[config.mk]
export PLATFORM = sky130hd
export DESIGN_NAME = sls_start_out
export DESIGN_NICKNAME = d
export VERILOG_FILES = /design/src/design/sls_pkg.sv /design/src/design/sls_start_out.sv
export SDC_FILE = /design/constraint.sdc
export NUM_CORES = 1
export LEC_CHECK = 0
export BUFFER_PORTS_ARGS = -buffer_cell sky130_fd_sc_hd__buf_2
export CORE_UTILIZATION = 59
export CTS_CLUSTER_SIZE = 14
export DETAILED_ROUTE_END_ITERATION = 12
export PLACE_DENSITY = 0.81
export SLEW_MARGIN = 20
export SYNTH_ARGS = -nofsm -noshare
export SYNTH_HDL_FRONTEND = slang
export SYNTH_SLANG_ARGS = --single-unit
[constraint.sdc]
create_clock -name aclk -period 5.53 [get_ports aclk]
set_input_delay 1.106 -clock aclk [delete_from_list [all_inputs] [get_ports aclk]]
set_output_delay 1.106 -clock aclk [all_outputs]
set_load 0.005 [all_outputs]
[src/design/sls_pkg.sv]
// sls_pkg: constants and bus carriers for the start latch / output select
package sls_pkg;
  // ==========================================================================
  // axi4-lite carriers
  typedef struct packed {
    logic [7:0]  awaddr;
    logic        awvalid;
    logic [31:0] wdata;
    logic [3:0]  wstrb;
    logic        wvalid;
    logic        bready;
    logic [7:0]  araddr;
    logic        arvalid;
    logic        rready;
  } sls_axi_req_t;

  typedef struct packed {
    logic        awready;
    logic        wready;
    logic [1:0]  bresp;
    logic        bvalid;
    logic        arready;
    logic [31:0] rdata;
    logic [1:0]  rresp;
    logic        rvalid;
  } sls_axi_rsp_t;

  localparam logic [1:0] SLS_OKAY   = 2'h0;
  localparam logic [1:0] SLS_SLVERR = 2'h2;

  // ==========================================================================
  // register byte offsets
  localparam logic [7:0] SLS_OFS_STOP   = 8'h00;
  localparam logic [7:0] SLS_OFS_INSEL  = 8'h04;
  localparam logic [7:0] SLS_OFS_OUTSEL = 8'h20;
  localparam logic [7:0] SLS_OFS_STARTF = 8'h2C;
  localparam logic [7:0] SLS_OFS_STATUS = 8'h30;

  // ==========================================================================
  // reset values
  localparam logic [15:0] SLS_STOP_RST   = 16'h270F;  // 9999
  localparam logic [15:0] SLS_STARTF_RST = 16'h0032;  // 0.50 Hz, 0.01 Hz unit
  localparam logic [2:0][15:0] SLS_OUT_RST =
    {16'h0063, 16'h0004, 16'h0000};                   // 99, 4, 0
  localparam logic [6:0][15:0] SLS_IN_RST =
    {16'h270F, 16'h270F, 16'h0005, 16'h0019, 16'h0018, 16'h003D, 16'h003C};

  // ==========================================================================
  // input function codes
  localparam logic [15:0] SLS_C_FWD  = 16'h003C;
  localparam logic [15:0] SLS_C_REV  = 16'h003D;
  localparam logic [15:0] SLS_C_INH  = 16'h0018;      // 24
  localparam logic [15:0] SLS_C_HOLD = 16'h0019;      // 25
  localparam logic [15:0] SLS_C_JOG  = 16'h0005;

  // output and stop-method codes
  localparam logic [15:0] SLS_C_NONE = 16'h270F;      // 9999
  localparam logic [15:0] SLS_C_SD   = 16'h22B8;      // 8888
  localparam logic [15:0] SLS_C_NEG  = 16'h0064;      // 100
  localparam logic [15:0] SLS_C_MAXO = 16'h00C7;      // 199
  localparam logic [15:0] SLS_CO_LO  = 16'h0064;      // coast 0..100
  localparam logic [15:0] SLS_CS_LO  = 16'h03E8;      // 1000
  localparam logic [15:0] SLS_CS_HI  = 16'h044C;      // 1100
  localparam int unsigned SLS_F_RUN   = 0;
  localparam int unsigned SLS_F_READY = 11;
  localparam int unsigned SLS_F_PLOSS = 46;
  localparam int unsigned SLS_F_FAULT = 99;
  localparam int unsigned SLS_ST_TERM = 8;
endpackage : sls_pkg

[src/design/sls_start_out.sv]
// sls_start_out: start-signal latch and output terminal routing
//
// Our own choices: the address map and register access over AXI4-Lite.
`timescale 1ns/10ps
module sls_start_out
  import sls_pkg::*;
#(
  parameter int unsigned NUM_IN = 5,
  parameter bit          SAFETY = 1'b0
)(
  // clock and reset
  input  wire logic               aclk,
  input  wire logic               aresetn,
  // register bus
  input  wire sls_axi_req_t       s_axi_req,
  output sls_axi_rsp_t            s_axi_rsp,
  // input terminals, asynchronous
  input  wire logic [NUM_IN-1:0]  term_in,
  // drive status, same clock
  input  wire logic [15:0]        out_freq,
  input  wire logic [99:0]        status_flags,
  input  wire logic               ploss_start,
  input  wire logic               ploss_release,
  // drive commands
  output logic                    run_cmd,
  output logic                    rev_cmd,
  output logic                    coast_stop,
  output logic                    out_shutoff,
  // output terminals: two open collector, relay
  output logic [2:0]              term_out
);
  // ==========================================================================
  // parameter checks
  if (NUM_IN < 2 || NUM_IN > 7)
  begin : g_chk
    $error("NUM_IN must lie in 2..7");
  end

  // ==========================================================================
  // state
  typedef struct packed {
    logic [NUM_IN-1:0]        s1;
    logic [NUM_IN-1:0]        s2;
    logic                     fwd_q;
    logic                     rev_q;
    logic                     hold_q;
    logic                     latch_run;
    logic                     latch_rev;
    logic                     hs;
    logic                     run;
    logic                     rev;
    logic                     coast;
    logic                     shutoff;
    logic                     ploss;
    logic                     ready;
    logic [2:0]               term;
    logic [15:0]              stop_m;
    logic [NUM_IN-1:0][15:0]  in_sel;
    logic [2:0][15:0]         out_sel;
    logic [15:0]              start_f;
    logic                     aw_got;
    logic                     w_got;
    logic [7:0]               awaddr;
    logic [31:0]              wdata;
    logic [3:0]               wstrb;
    logic                     bvalid;
    logic [1:0]               bresp;
    logic                     rvalid;
    logic [31:0]              rdata;
    logic [1:0]               rresp;
  } sls_state_t;

  sls_state_t  q_r;
  sls_state_t  q_nxt;
  logic        fwd_now;
  logic        rev_now;
  logic        hold;
  logic        jog;
  logic        inh;
  logic        hold_eff;
  logic [99:0] eff;
  logic [15:0] wval;
  logic        wok;
  logic        hit;

  // ==========================================================================
  // helpers
  function automatic logic coast_rng(input logic [15:0] v);
    coast_rng = (v <= SLS_CO_LO) || (v >= SLS_CS_LO && v <= SLS_CS_HI);
  endfunction : coast_rng

  function automatic logic dir_grp(input logic [15:0] v);
    dir_grp = (v <= SLS_CO_LO) || (v == SLS_C_NONE);
  endfunction : dir_grp

  // low byte lanes merge into a 16-bit register
  function automatic logic [15:0] merge(input logic [15:0] o,
                                        input logic [31:0] d,
                                        input logic [3:0]  s);
    merge = {s[1] ? d[15:8] : o[15:8], s[0] ? d[7:0] : o[7:0]};
  endfunction : merge

  function automatic logic out_ok(input logic [15:0] c, input int k);
    logic [15:0] b;
    b = (c >= SLS_C_NEG) ? c - SLS_C_NEG : c;
    if (c == SLS_C_NONE)
      out_ok = 1'b1;
    else if (c > SLS_C_MAXO)
      out_ok = 1'b0;
    else
    begin
      unique case (b)
        16'h0000, 16'h0001, 16'h0003, 16'h0004, 16'h0007, 16'h0008,
        16'h000B, 16'h000C, 16'h000D, 16'h000E, 16'h000F, 16'h0010,
        16'h0014, 16'h0019, 16'h001A, 16'h002E, 16'h002F, 16'h0040,
        16'h005A, 16'h005B, 16'h005F, 16'h0060, 16'h0062, 16'h0063:
          out_ok = 1'b1;
        // safety monitor codes
        // model gate
        16'h0044, 16'h0050, 16'h0051: out_ok = SAFETY;
        // current average pulses
        // relay refuses
        16'h005D: out_ok = (k != 2);
        default: out_ok = 1'b0;
      endcase
    end
  endfunction : out_ok

  function automatic logic route(input logic [15:0] c,
                                 input logic [99:0] f);
    if (c == SLS_C_NONE || c > SLS_C_MAXO)
      route = 1'b0;
    else if (c >= SLS_C_NEG)
      route = !f[7'(c - SLS_C_NEG)];
    else
      route = f[7'(c)];
  endfunction : route

  // ==========================================================================
  // next-state logic
  always_comb
  begin
    q_nxt = q_r;
    q_nxt.s1 = term_in;
    q_nxt.s2 = q_r.s1;
    fwd_now = q_r.s2[0] && q_r.in_sel[0] == SLS_C_FWD;
    rev_now = q_r.s2[1] && q_r.in_sel[1] == SLS_C_REV;
    hold = 1'b0;
    jog  = 1'b0;
    inh  = 1'b0;
    for (int i = 0; i < NUM_IN; i++)
    begin
      if (q_r.s2[i] && q_r.in_sel[i] == SLS_C_HOLD)
        hold = 1'b1;
      if (q_r.s2[i] && q_r.in_sel[i] == SLS_C_JOG)
        jog = 1'b1;
      if (q_r.s2[i] && q_r.in_sel[i] == SLS_C_INH)
        inh = 1'b1;
    end
    hold_eff = hold && !jog;
    // self-hold latch; inhibit never touches it
    // inhibit keeps latch
    if (!hold_eff)
    begin
      q_nxt.latch_run = 1'b0;
      q_nxt.latch_rev = 1'b0;
    end
    else if (q_r.fwd_q && !fwd_now)
    begin
      q_nxt.latch_run = 1'b1;
      q_nxt.latch_rev = 1'b0;
    end
    else if (q_r.rev_q && !rev_now)
    begin
      q_nxt.latch_run = 1'b1;
      q_nxt.latch_rev = 1'b1;
    end
    q_nxt.fwd_q  = fwd_now;
    q_nxt.rev_q  = rev_now;
    q_nxt.hold_q = hold_eff;
    if (hold_eff)
    begin
      q_nxt.run = q_nxt.latch_run;
      q_nxt.rev = q_nxt.latch_rev;
    end
    else if (dir_grp(q_r.stop_m))
    begin
      q_nxt.run = fwd_now ^ rev_now;
      q_nxt.rev = rev_now && !fwd_now;
    end
    else
    begin
      q_nxt.run = fwd_now;
      q_nxt.rev = fwd_now && rev_now;
    end
    // a hold release forces ramp-down even in a coast setting
    if (hold_eff || q_nxt.run)
      q_nxt.hs = 1'b0;
    else if (q_r.hold_q && q_r.latch_run)
      q_nxt.hs = 1'b1;
    q_nxt.coast = coast_rng(q_r.stop_m) && !q_nxt.run && !q_nxt.hs;
    q_nxt.shutoff = inh;
    if (ploss_start)
      q_nxt.ploss = 1'b1;
    else if (ploss_release)
      q_nxt.ploss = 1'b0;
    q_nxt.ready = 1'b1;
    // flags: drive inputs with three internal overrides
    // routed
    eff = status_flags;
    eff[SLS_F_RUN] = q_r.run && !q_r.shutoff && out_freq >= q_r.start_f;
    eff[SLS_F_READY] = q_r.ready;
    eff[SLS_F_PLOSS] = q_r.ploss;
    for (int k = 0; k < 3; k++)
      q_nxt.term[k] = route(q_r.out_sel[k], eff);

    // write channel: address and data in either order
    if (s_axi_req.awvalid && !q_r.aw_got && !q_r.bvalid)
    begin
      q_nxt.aw_got = 1'b1;
      q_nxt.awaddr = s_axi_req.awaddr;
    end
    if (s_axi_req.wvalid && !q_r.w_got && !q_r.bvalid)
    begin
      q_nxt.w_got = 1'b1;
      q_nxt.wdata = s_axi_req.wdata;
      q_nxt.wstrb = s_axi_req.wstrb;
    end
    wval = 16'h0000;
    wok  = 1'b0;
    hit  = 1'b0;
    if (q_r.aw_got && q_r.w_got && !q_r.bvalid)
    begin
      q_nxt.aw_got = 1'b0;
      q_nxt.w_got  = 1'b0;
      q_nxt.bvalid = 1'b1;
      if (q_r.awaddr == SLS_OFS_STOP)
      begin
        hit  = 1'b1;
        wval = merge(q_r.stop_m, q_r.wdata, q_r.wstrb);
        wok  = coast_rng(wval) || wval == SLS_C_NONE || wval == SLS_C_SD;
        if (wok)
          q_nxt.stop_m = wval;
      end
      if (q_r.awaddr == SLS_OFS_STARTF)
      begin
        hit = 1'b1;
        wok = 1'b1;
        q_nxt.start_f = merge(q_r.start_f, q_r.wdata, q_r.wstrb);
      end
      for (int i = 0; i < NUM_IN; i++)
        if (q_r.awaddr == SLS_OFS_INSEL + 8'(4 * i))
        begin
          hit  = 1'b1;
          wval = merge(q_r.in_sel[i], q_r.wdata, q_r.wstrb);
          wok  = !((wval == SLS_C_FWD && i != 0) ||
                   (wval == SLS_C_REV && i != 1));
          if (wok)
            q_nxt.in_sel[i] = wval;
        end
      for (int k = 0; k < 3; k++)
        if (q_r.awaddr == SLS_OFS_OUTSEL + 8'(4 * k))
        begin
          hit  = 1'b1;
          wval = merge(q_r.out_sel[k], q_r.wdata, q_r.wstrb);
          wok  = out_ok(wval, k);
          if (wok)
            q_nxt.out_sel[k] = wval;
        end
      // refused values and unmapped or read-only words answer slverr
      q_nxt.bresp = (hit && wok) ? SLS_OKAY : SLS_SLVERR;
    end
    if (q_r.bvalid && s_axi_req.bready)
      q_nxt.bvalid = 1'b0;

    // read channel: one cycle to data
    if (q_r.rvalid && s_axi_req.rready)
      q_nxt.rvalid = 1'b0;
    if (s_axi_req.arvalid && !q_r.rvalid)
    begin
      q_nxt.rvalid = 1'b1;
      q_nxt.rresp  = SLS_OKAY;
      q_nxt.rdata  = 32'h0000_0000;
      if (s_axi_req.araddr == SLS_OFS_STOP)
        q_nxt.rdata[15:0] = q_r.stop_m;
      else if (s_axi_req.araddr == SLS_OFS_STARTF)
        q_nxt.rdata[15:0] = q_r.start_f;
      else if (s_axi_req.araddr == SLS_OFS_STATUS)
      begin
        q_nxt.rdata[6:0] = {q_r.ready, q_r.ploss, q_r.shutoff, q_r.coast,
                            q_r.latch_run, q_r.rev, q_r.run};
        q_nxt.rdata[SLS_ST_TERM +: 3] = q_r.term;
      end
      else
        q_nxt.rresp = SLS_SLVERR;
      for (int i = 0; i < NUM_IN; i++)
        if (s_axi_req.araddr == SLS_OFS_INSEL + 8'(4 * i))
        begin
          q_nxt.rdata[15:0] = q_r.in_sel[i];
          q_nxt.rresp = SLS_OKAY;
        end
      for (int k = 0; k < 3; k++)
        if (s_axi_req.araddr == SLS_OFS_OUTSEL + 8'(4 * k))
        begin
          q_nxt.rdata[15:0] = q_r.out_sel[k];
          q_nxt.rresp = SLS_OKAY;
        end
    end
  end

  // ==========================================================================
  // state register, synchronous reset
  always_ff @(posedge aclk)
  begin
    if (!aresetn)
    begin
      q_r <= '0;
      q_r.stop_m  <= SLS_STOP_RST;
      q_r.start_f <= SLS_STARTF_RST;
      q_r.out_sel <= SLS_OUT_RST;
      for (int i = 0; i < NUM_IN; i++)
        q_r.in_sel[i] <= SLS_IN_RST[i];
    end
    else
      q_r <= q_nxt;
  end

  // ==========================================================================
  // outputs
  assign run_cmd     = q_r.run;
  assign rev_cmd     = q_r.rev;
  assign coast_stop  = q_r.coast;
  assign out_shutoff = q_r.shutoff;
  assign term_out    = q_r.term;
  assign s_axi_rsp = '{awready: !q_r.aw_got && !q_r.bvalid,
                       wready:  !q_r.w_got && !q_r.bvalid,
                       bresp:   q_r.bresp,
                       bvalid:  q_r.bvalid,
                       arready: !q_r.rvalid,
                       rdata:   q_r.rdata,
                       rresp:   q_r.rresp,
                       rvalid:  q_r.rvalid};
endmodule : sls_start_out

Word-level counts from Yosys, hierarchy flattened
Memory sizes are Yosys's and may differ from the RTL's. Index checks and enable logic that the tools add are counted.

Bits in registers: 253. Input port bits: 182. Memory bits (read-only): 384. Memories kept: 3. Output and inout port bits: 48. Logic and storage cells: 376.

Add/sub/neg operators: 6. Bitwise operators: 7. Magnitude comparators: 25. Reduce and logical (&&, ||, !) cells: 94. Equality and inequality tests: 53. Mux-type cells: 150.

Memories: (no name shown) (depth 128, bits a word 1, read ports 1, clocked after memory_dff 0, wr ports 0, RTL line sls_start_out.sv:112) `unique case (b)`; (no name shown) (depth 128, bits a word 1, read ports 1, clocked after memory_dff 0, wr ports 0, RTL line sls_start_out.sv:112); (no name shown) (depth 128, bits a word 1, read ports 1, clocked after memory_dff 0, wr ports 0, RTL line sls_start_out.sv:112).

Operators by type and width (number): $mux W16 (23); $mux W248 (1); $mux W8 (21); $mux W162 (1); $eq A16 B5 Y1 const B (10); $eq A16 B6 Y1 const B (10); $eq A16 B14 Y1 const B (9); $mux W18 (8); $ge A16 B7 Y1 const B (6); $gt A16 B8 Y1 const B (6); $eq A16 B3 Y1 const B (5); $mux W1 (73); $eq A8 B6 Y1 const B (9); $lt A7 B8 Y1 const B (6); $sub A16 B7 Y16 const B (3); $bmux W1 S7 (6); $logic_and A1 B1 Y1 (41); $mux W36 (1); $mux W35 (1); $reduce_and A3 Y1 (11); $eq A8 B4 Y1 const B (4); $eq A8 B5 Y1 const B (4); $ge A16 B10 Y1 const B (2); $le A16 B11 Y1 const B (2); other kinds (16) (72).

Depth between registers and ports, before layout
Depth after elaboration: 22. Depth in mapped cells: 22. Mapped depth without buffers: 14.

Worst setup path before layout
OpenSTA, ideal clock, no wires.

Kind: register -> register. Start point: register q_r[38] (netlist bit). End point: register q_r[136] (netlist bit). Setup time: 0.079 ns. Data required time: 5.451 ns. Cell stages (with the launch flop): 23. Buffers on the path: 9. Period minus slack after synthesis: 4.268 ns. Path slack: 1.262 ns. Arrival: 4.189 ns. Cells stage by stage: dfxtp_1 -> buf_6 -> buf_6 -> buf_2 -> buf_2 -> buf_2 -> buf_2 -> buf_2 -> o21ai_0 -> inv_1 -> ha_1 -> nand2_1 -> a32oi_1 -> or4_1 -> buf_2 -> o21ai_1 -> or3_1 -> a41o_1 -> o211ai_2 -> a21o_1 -> buf_2 -> nor2_1 -> a211oi_2.

Cells in the longest elaborated chain, start to end: 10. Elaborated cells between the ends (all ways): 14. Those cells by class: add/sub (1); order compare (2); eq/ne (1); mux (7); reduce/logical (2); memory (1).

RTL lines: start, declared (RTL line sls_start_out.sv:73) `sls_state_t q_r;`; start signal, assigned (RTL line sls_start_out.sv:325) `q_r <= q_nxt;`; $mux W8 * (RTL line sls_start_out.sv:100) `merge = {s[1] ? d[15:8] : o[15:8], s[0] ? d[7:0] : o[7:0]};`; $sub A16 B7 Y16 or $ge A16 B7 Y1 (tied branches) (RTL line sls_start_out.sv:105) `b = (c >= SLS_C_NEG) ? c - SLS_C_NEG : c;`; $mux W16 (RTL line sls_start_out.sv:105); $mem_v2 Z128 W1 or $logic_not A9 Y1 (tied branches); $mux W1 (RTL line sls_start_out.sv:112); $mux W1 (RTL line sls_start_out.sv:108) `else if (c > SLS_C_MAXO)`; $mux W1 (RTL line sls_start_out.sv:106) `if (c == SLS_C_NONE)`; $mux W1 (RTL line sls_start_out.sv:262) `if (q_r.awaddr == SLS_OFS_OUTSEL + 8'(4 * k))`; $mux W1 (RTL line sls_start_out.sv:232) `if (q_r.aw_got && q_r.w_got && !q_r.bvalid)`; $reduce_and A3 Y1 (no line).

Every way passes the cells marked *; elsewhere a longest branch is shown, timed or not. The select of a mux whose other input is x is not followed. A chain may end at the register's enable or synchronous reset.

Worst setup path in the final report
Start point: register q_r[38] (netlist bit). End point: register q_r[142] (netlist bit).

Cells in the longest elaborated chain, start to end: 10. Elaborated cells between the ends (all ways): 14. Those cells by class: add/sub (1); order compare (2); eq/ne (1); mux (7); reduce/logical (2); memory (1).

RTL lines (RTL line): $mux W8 * (sls_start_out.sv:100); $sub A16 B7 Y16 or $ge A16 B7 Y1 (tied branches) (sls_start_out.sv:105); $mux W16 (sls_start_out.sv:105); $mem_v2 Z128 W1 or $logic_not A9 Y1 (tied branches); $mux W1 (sls_start_out.sv:112); $mux W1 (sls_start_out.sv:108); $mux W1 * (sls_start_out.sv:106); $mux W1 * (sls_start_out.sv:262); $mux W1 * (sls_start_out.sv:232); $reduce_and A3 Y1 (no line) *.

Marked as above.

==> results.txt <==
Remaining antenna violation count after routing: 0
Vias per cell: 7.006
Post-Route Setup TNS: 0 ns
Starting utilization of the core area: 0.6031
Post-layout min period: 4.977 ns
Sequential share of the synthesized area: 0.2761
Sink Count: 233
Layout net count: 2,287
FP Rows: 61
Kind of start point of the critical path: flip-flop
CTS buffer count: 25
RSZ-0062 raised after global routing: no
Hold Fails Final Rpt: 0
Relative slew slack: 0.2418
Run status: finished, final reports clean
CTS tree: yes
Post-layout utilization of the core: 0.6695
Number of antenna violations at the first check in global routing: 1
Core area: 28,010 um^2
Register area: 4669 um^2
Yosys synthesis warning count: 0
Worst Path Max Fanout: 24
Combined area of all synthesized cells: 16,890 um^2
Total vias in the final route: 17,230
Share of flip-flops with an asynchronous set or reset after synthesis: 0
Half-perimeter wire length after detailed placement: 45,520 um
Layout-stage area growth over the synthesis result: 11.01%
Clock latency on the worst-skew pair: 0.53 ns
Power per standard cell area: 219.7 nW/um^2
Worst setup skew after layout: 0.02288 ns
Fraction of final layout cells with drive strength greater than 1: 0.2149
Detailed-routing iteration count for the pre-antenna-repair pass: 8
Worst path required time: 5.90 ns
Overall die width: 171.2 um
Depth of the CTS H-tree: 1
IO Port Bufs: 190
GR Util All Layers: 0.4139
Final critical-path share of the clock period: 0.9000
Synth Area per Inst: 8.672 um^2
I/O pins: 230
Clock tree root driver cell: sky130_fd_sc_hd__clkbuf_16
Post-CTS Setup Repair Bufs: 0
Count of mapped cells out of synthesis: 1,948
Slew at the pin with the worst max-slew slack: 1.127 ns
Number of remaining DRC errors: 0
Starting DRC count in detailed routing: 2,689
Arrival time at the worst endpoint: 5.35 ns
Die Y-Extent: 171.2 um
Type of the worst setup path: flip-flop to flip-flop
First-pass GRT wire length: 92,870 um
Leading cell type in the layout, fill and taps excluded: sky130_fd_sc_hd__dfxtp_1
Leading cell types in the layout, fill and taps excluded: 229 x sky130_fd_sc_hd__dfxtp_1, 208 x sky130_fd_sc_hd__nand2_1, 192 x sky130_fd_sc_hd__nor2_1, 190 x sky130_fd_sc_hd__buf_2, 122 x sky130_fd_sc_hd__mux2i_1
Avg WL per Cell: 24.80 um
IR drop worst, VDD: 0.2413 mV
Weighted congestion reported at the end of routability-driven placement: 1.049
Clock-pin slew on the worst setup and hold paths: 0.06 ns
Number of synthesized register bits: 233
Layout fillers: 2,362
Area of the multi-input gates: 11,180 um^2
Highest Clock Rate: 0.2009 GHz
Gr ovfl total: 0
Pin count of the biggest net entering global routing: 75
Resized cells post-CTS: 0
Min-Delay Path Class: flip-flop to flip-flop
Predominant post-synthesis flop cell: sky130_fd_sc_hd__dfxtp_1
Number of global-route vias before repair: 15,920
MaxCap Viol Count: 0
Leakage power of the design: 7.916 nW
Post-detailed-routing wire length: 60,980 um
Largest buffer count on any clock path: 3
Number of max-slew violations in the final report: 0
Unique cell type count in the Yosys netlist: 102
Worst setup EP type: flip-flop
Post-CTS Hold Fix Bufs: 0
Final setup vio count: 0
Die Footprint: 29,310 um^2
Number of flops mapped to enable cells by yosys: 0
layer usage:
| layer | GRT usage | routed length [um] | vias to the layer above | share of wire |
|---|---|---|---|---|
| met1 | 0.5616 | 23690 | 8171 | 0.39 |
| met3 | 0.1162 | 8450 | 244 | 0.14 |
| met4 | 0.1747 | 2953 | 2 | 0.048 |
| met5 | 0 | 13 | - | 0.00021 |
| li1 | - | - | 7512 | - |
| met2 | 0.6161 | 25880 | 1298 | 0.42 |
cells in the mapped netlist, types with 27 or more instances:
| library cell | instances | area (um^2) |
|---|---|---|
| sky130_fd_sc_hd__a211oi_1 | 29 | 217.7 |
| sky130_fd_sc_hd__a21oi_1 | 108 | 540.5 |
| sky130_fd_sc_hd__a22oi_1 | 27 | 202.7 |
| sky130_fd_sc_hd__and3_1 | 33 | 206.5 |
| sky130_fd_sc_hd__buf_4 | 43 | 322.8 |
| sky130_fd_sc_hd__clkbuf_1 | 90 | 337.8 |
| sky130_fd_sc_hd__dfxtp_1 | 233 | 4664 |
| sky130_fd_sc_hd__ha_1 | 43 | 538.0 |
| sky130_fd_sc_hd__inv_1 | 69 | 259.0 |
| sky130_fd_sc_hd__mux2i_1 | 122 | 1221 |
| sky130_fd_sc_hd__mux4_2 | 104 | 2342 |
| sky130_fd_sc_hd__nand2_1 | 208 | 780.8 |
| sky130_fd_sc_hd__nand3_1 | 50 | 250.2 |
| sky130_fd_sc_hd__nor2_1 | 193 | 724.4 |
| sky130_fd_sc_hd__nor3_1 | 56 | 280.3 |
| sky130_fd_sc_hd__nor4_1 | 27 | 168.9 |
| sky130_fd_sc_hd__o21ai_0 | 73 | 365.4 |
cell type report:
class,count,area share
flip-flops and latches,233,0.2490
repair buffers,238,0.06992
well taps,378,0.02522
clock inverters,8,0.004003
multi-input cells,1487,0.5961
diodes,1,0.0001334
inverters,77,0.01555
clock buffers,37,0.04003
flip-flops by register name, summed over array words and instances, names as in the netlist:
signal,cells
coast_stop,1
eff,2
out_shutoff,1
q_nxt,5
q_r,199
rev_cmd,1
run_cmd,1
s_axi_rsp,20
term_out,3
logic make-up (layout without fill, tap and decap cells):
logic type | after synthesis | after routing | synth area share
buffers and inverters | 245 | 360 | 0.06637
and+or+nand+nor | 698 | 698 | 0.1996
DFF | 233 | 233 | 0.2761
AOI/OAI and AO/OA | 466 | 466 | 0.1926
muxes | 239 | 239 | 0.2213
xor gates and xnor gates | 23 | 23 | 0.01192
adders and majority gates | 43 | 43 | 0.03185
other | 1 | 19 | 0.0002220
worst paths after layout:
path | startpoint | end | slack, ns | cells after the start
setup reg to reg | q_r[38]$_SDFFE_PN0P_ | q_r[142]$_SDFFE_PN0P_ | 0.55 | 13
hold / removal | q_nxt[263]$_SDFF_PN0_ | q_r[263]$_SDFF_PN0_ | 0.43 | 1
hold reg to reg | q_nxt[263]$_SDFF_PN0_ | q_r[263]$_SDFF_PN0_ | 0.43 | 1
setup / recovery | q_r[38]$_SDFFE_PN0P_ | q_r[142]$_SDFFE_PN0P_ | 0.55 | 13
metrics by stage:
step	area (um^2)	worst slack (ns)	total power [mW]	cells	hold slack (ns)
after global routing	18750	0.3387	4.232	2458	0.4440
final	18750	0.5532	4.120	2459	0.4320
after CTS	18740	0.6834	4.092	2458	0.4343
after floorplan	16960	1.262	2.208	1965	0.4119
after detailed placement	17920	0.7323	2.438	2413	0.4183
after global placement	17920	0.8459	2.423	2413	0.4151
where the power goes:
group | total [mW] | switching, mW | internal (mW) | leakage (nW)
sequential | 1.76 | 0.0481 | 1.71 | 1.89
combinational | 0.669 | 0.402 | 0.266 | 5.62
clock | 1.69 | 0.706 | 0.985 | 0.408
total | 4.12 | 1.16 | 2.96 | 7.92
worst max-delay path, cell delays in order, from the launching register on:
cell and delay [ns]:
sky130_fd_sc_hd__dfxtp_2 0.73, sky130_fd_sc_hd__mux2i_1 0.66, sky130_fd_sc_hd__inv_1 0.33, sky130_fd_sc_hd__ha_1 0.32, sky130_fd_sc_hd__nand2_1 0.08, sky130_fd_sc_hd__a32oi_1 0.18
sky130_fd_sc_hd__or4_1 0.62, sky130_fd_sc_hd__a21bo_1 0.27, sky130_fd_sc_hd__nor4b_1 0.15, sky130_fd_sc_hd__a211oi_1 0.31, sky130_fd_sc_hd__o211ai_2 0.18, sky130_fd_sc_hd__a21o_1 0.47
sky130_fd_sc_hd__o21ai_1 0.41, sky130_fd_sc_hd__a21oi_1 0.09
Note: power is estimated with default switching activity, not from simulation.
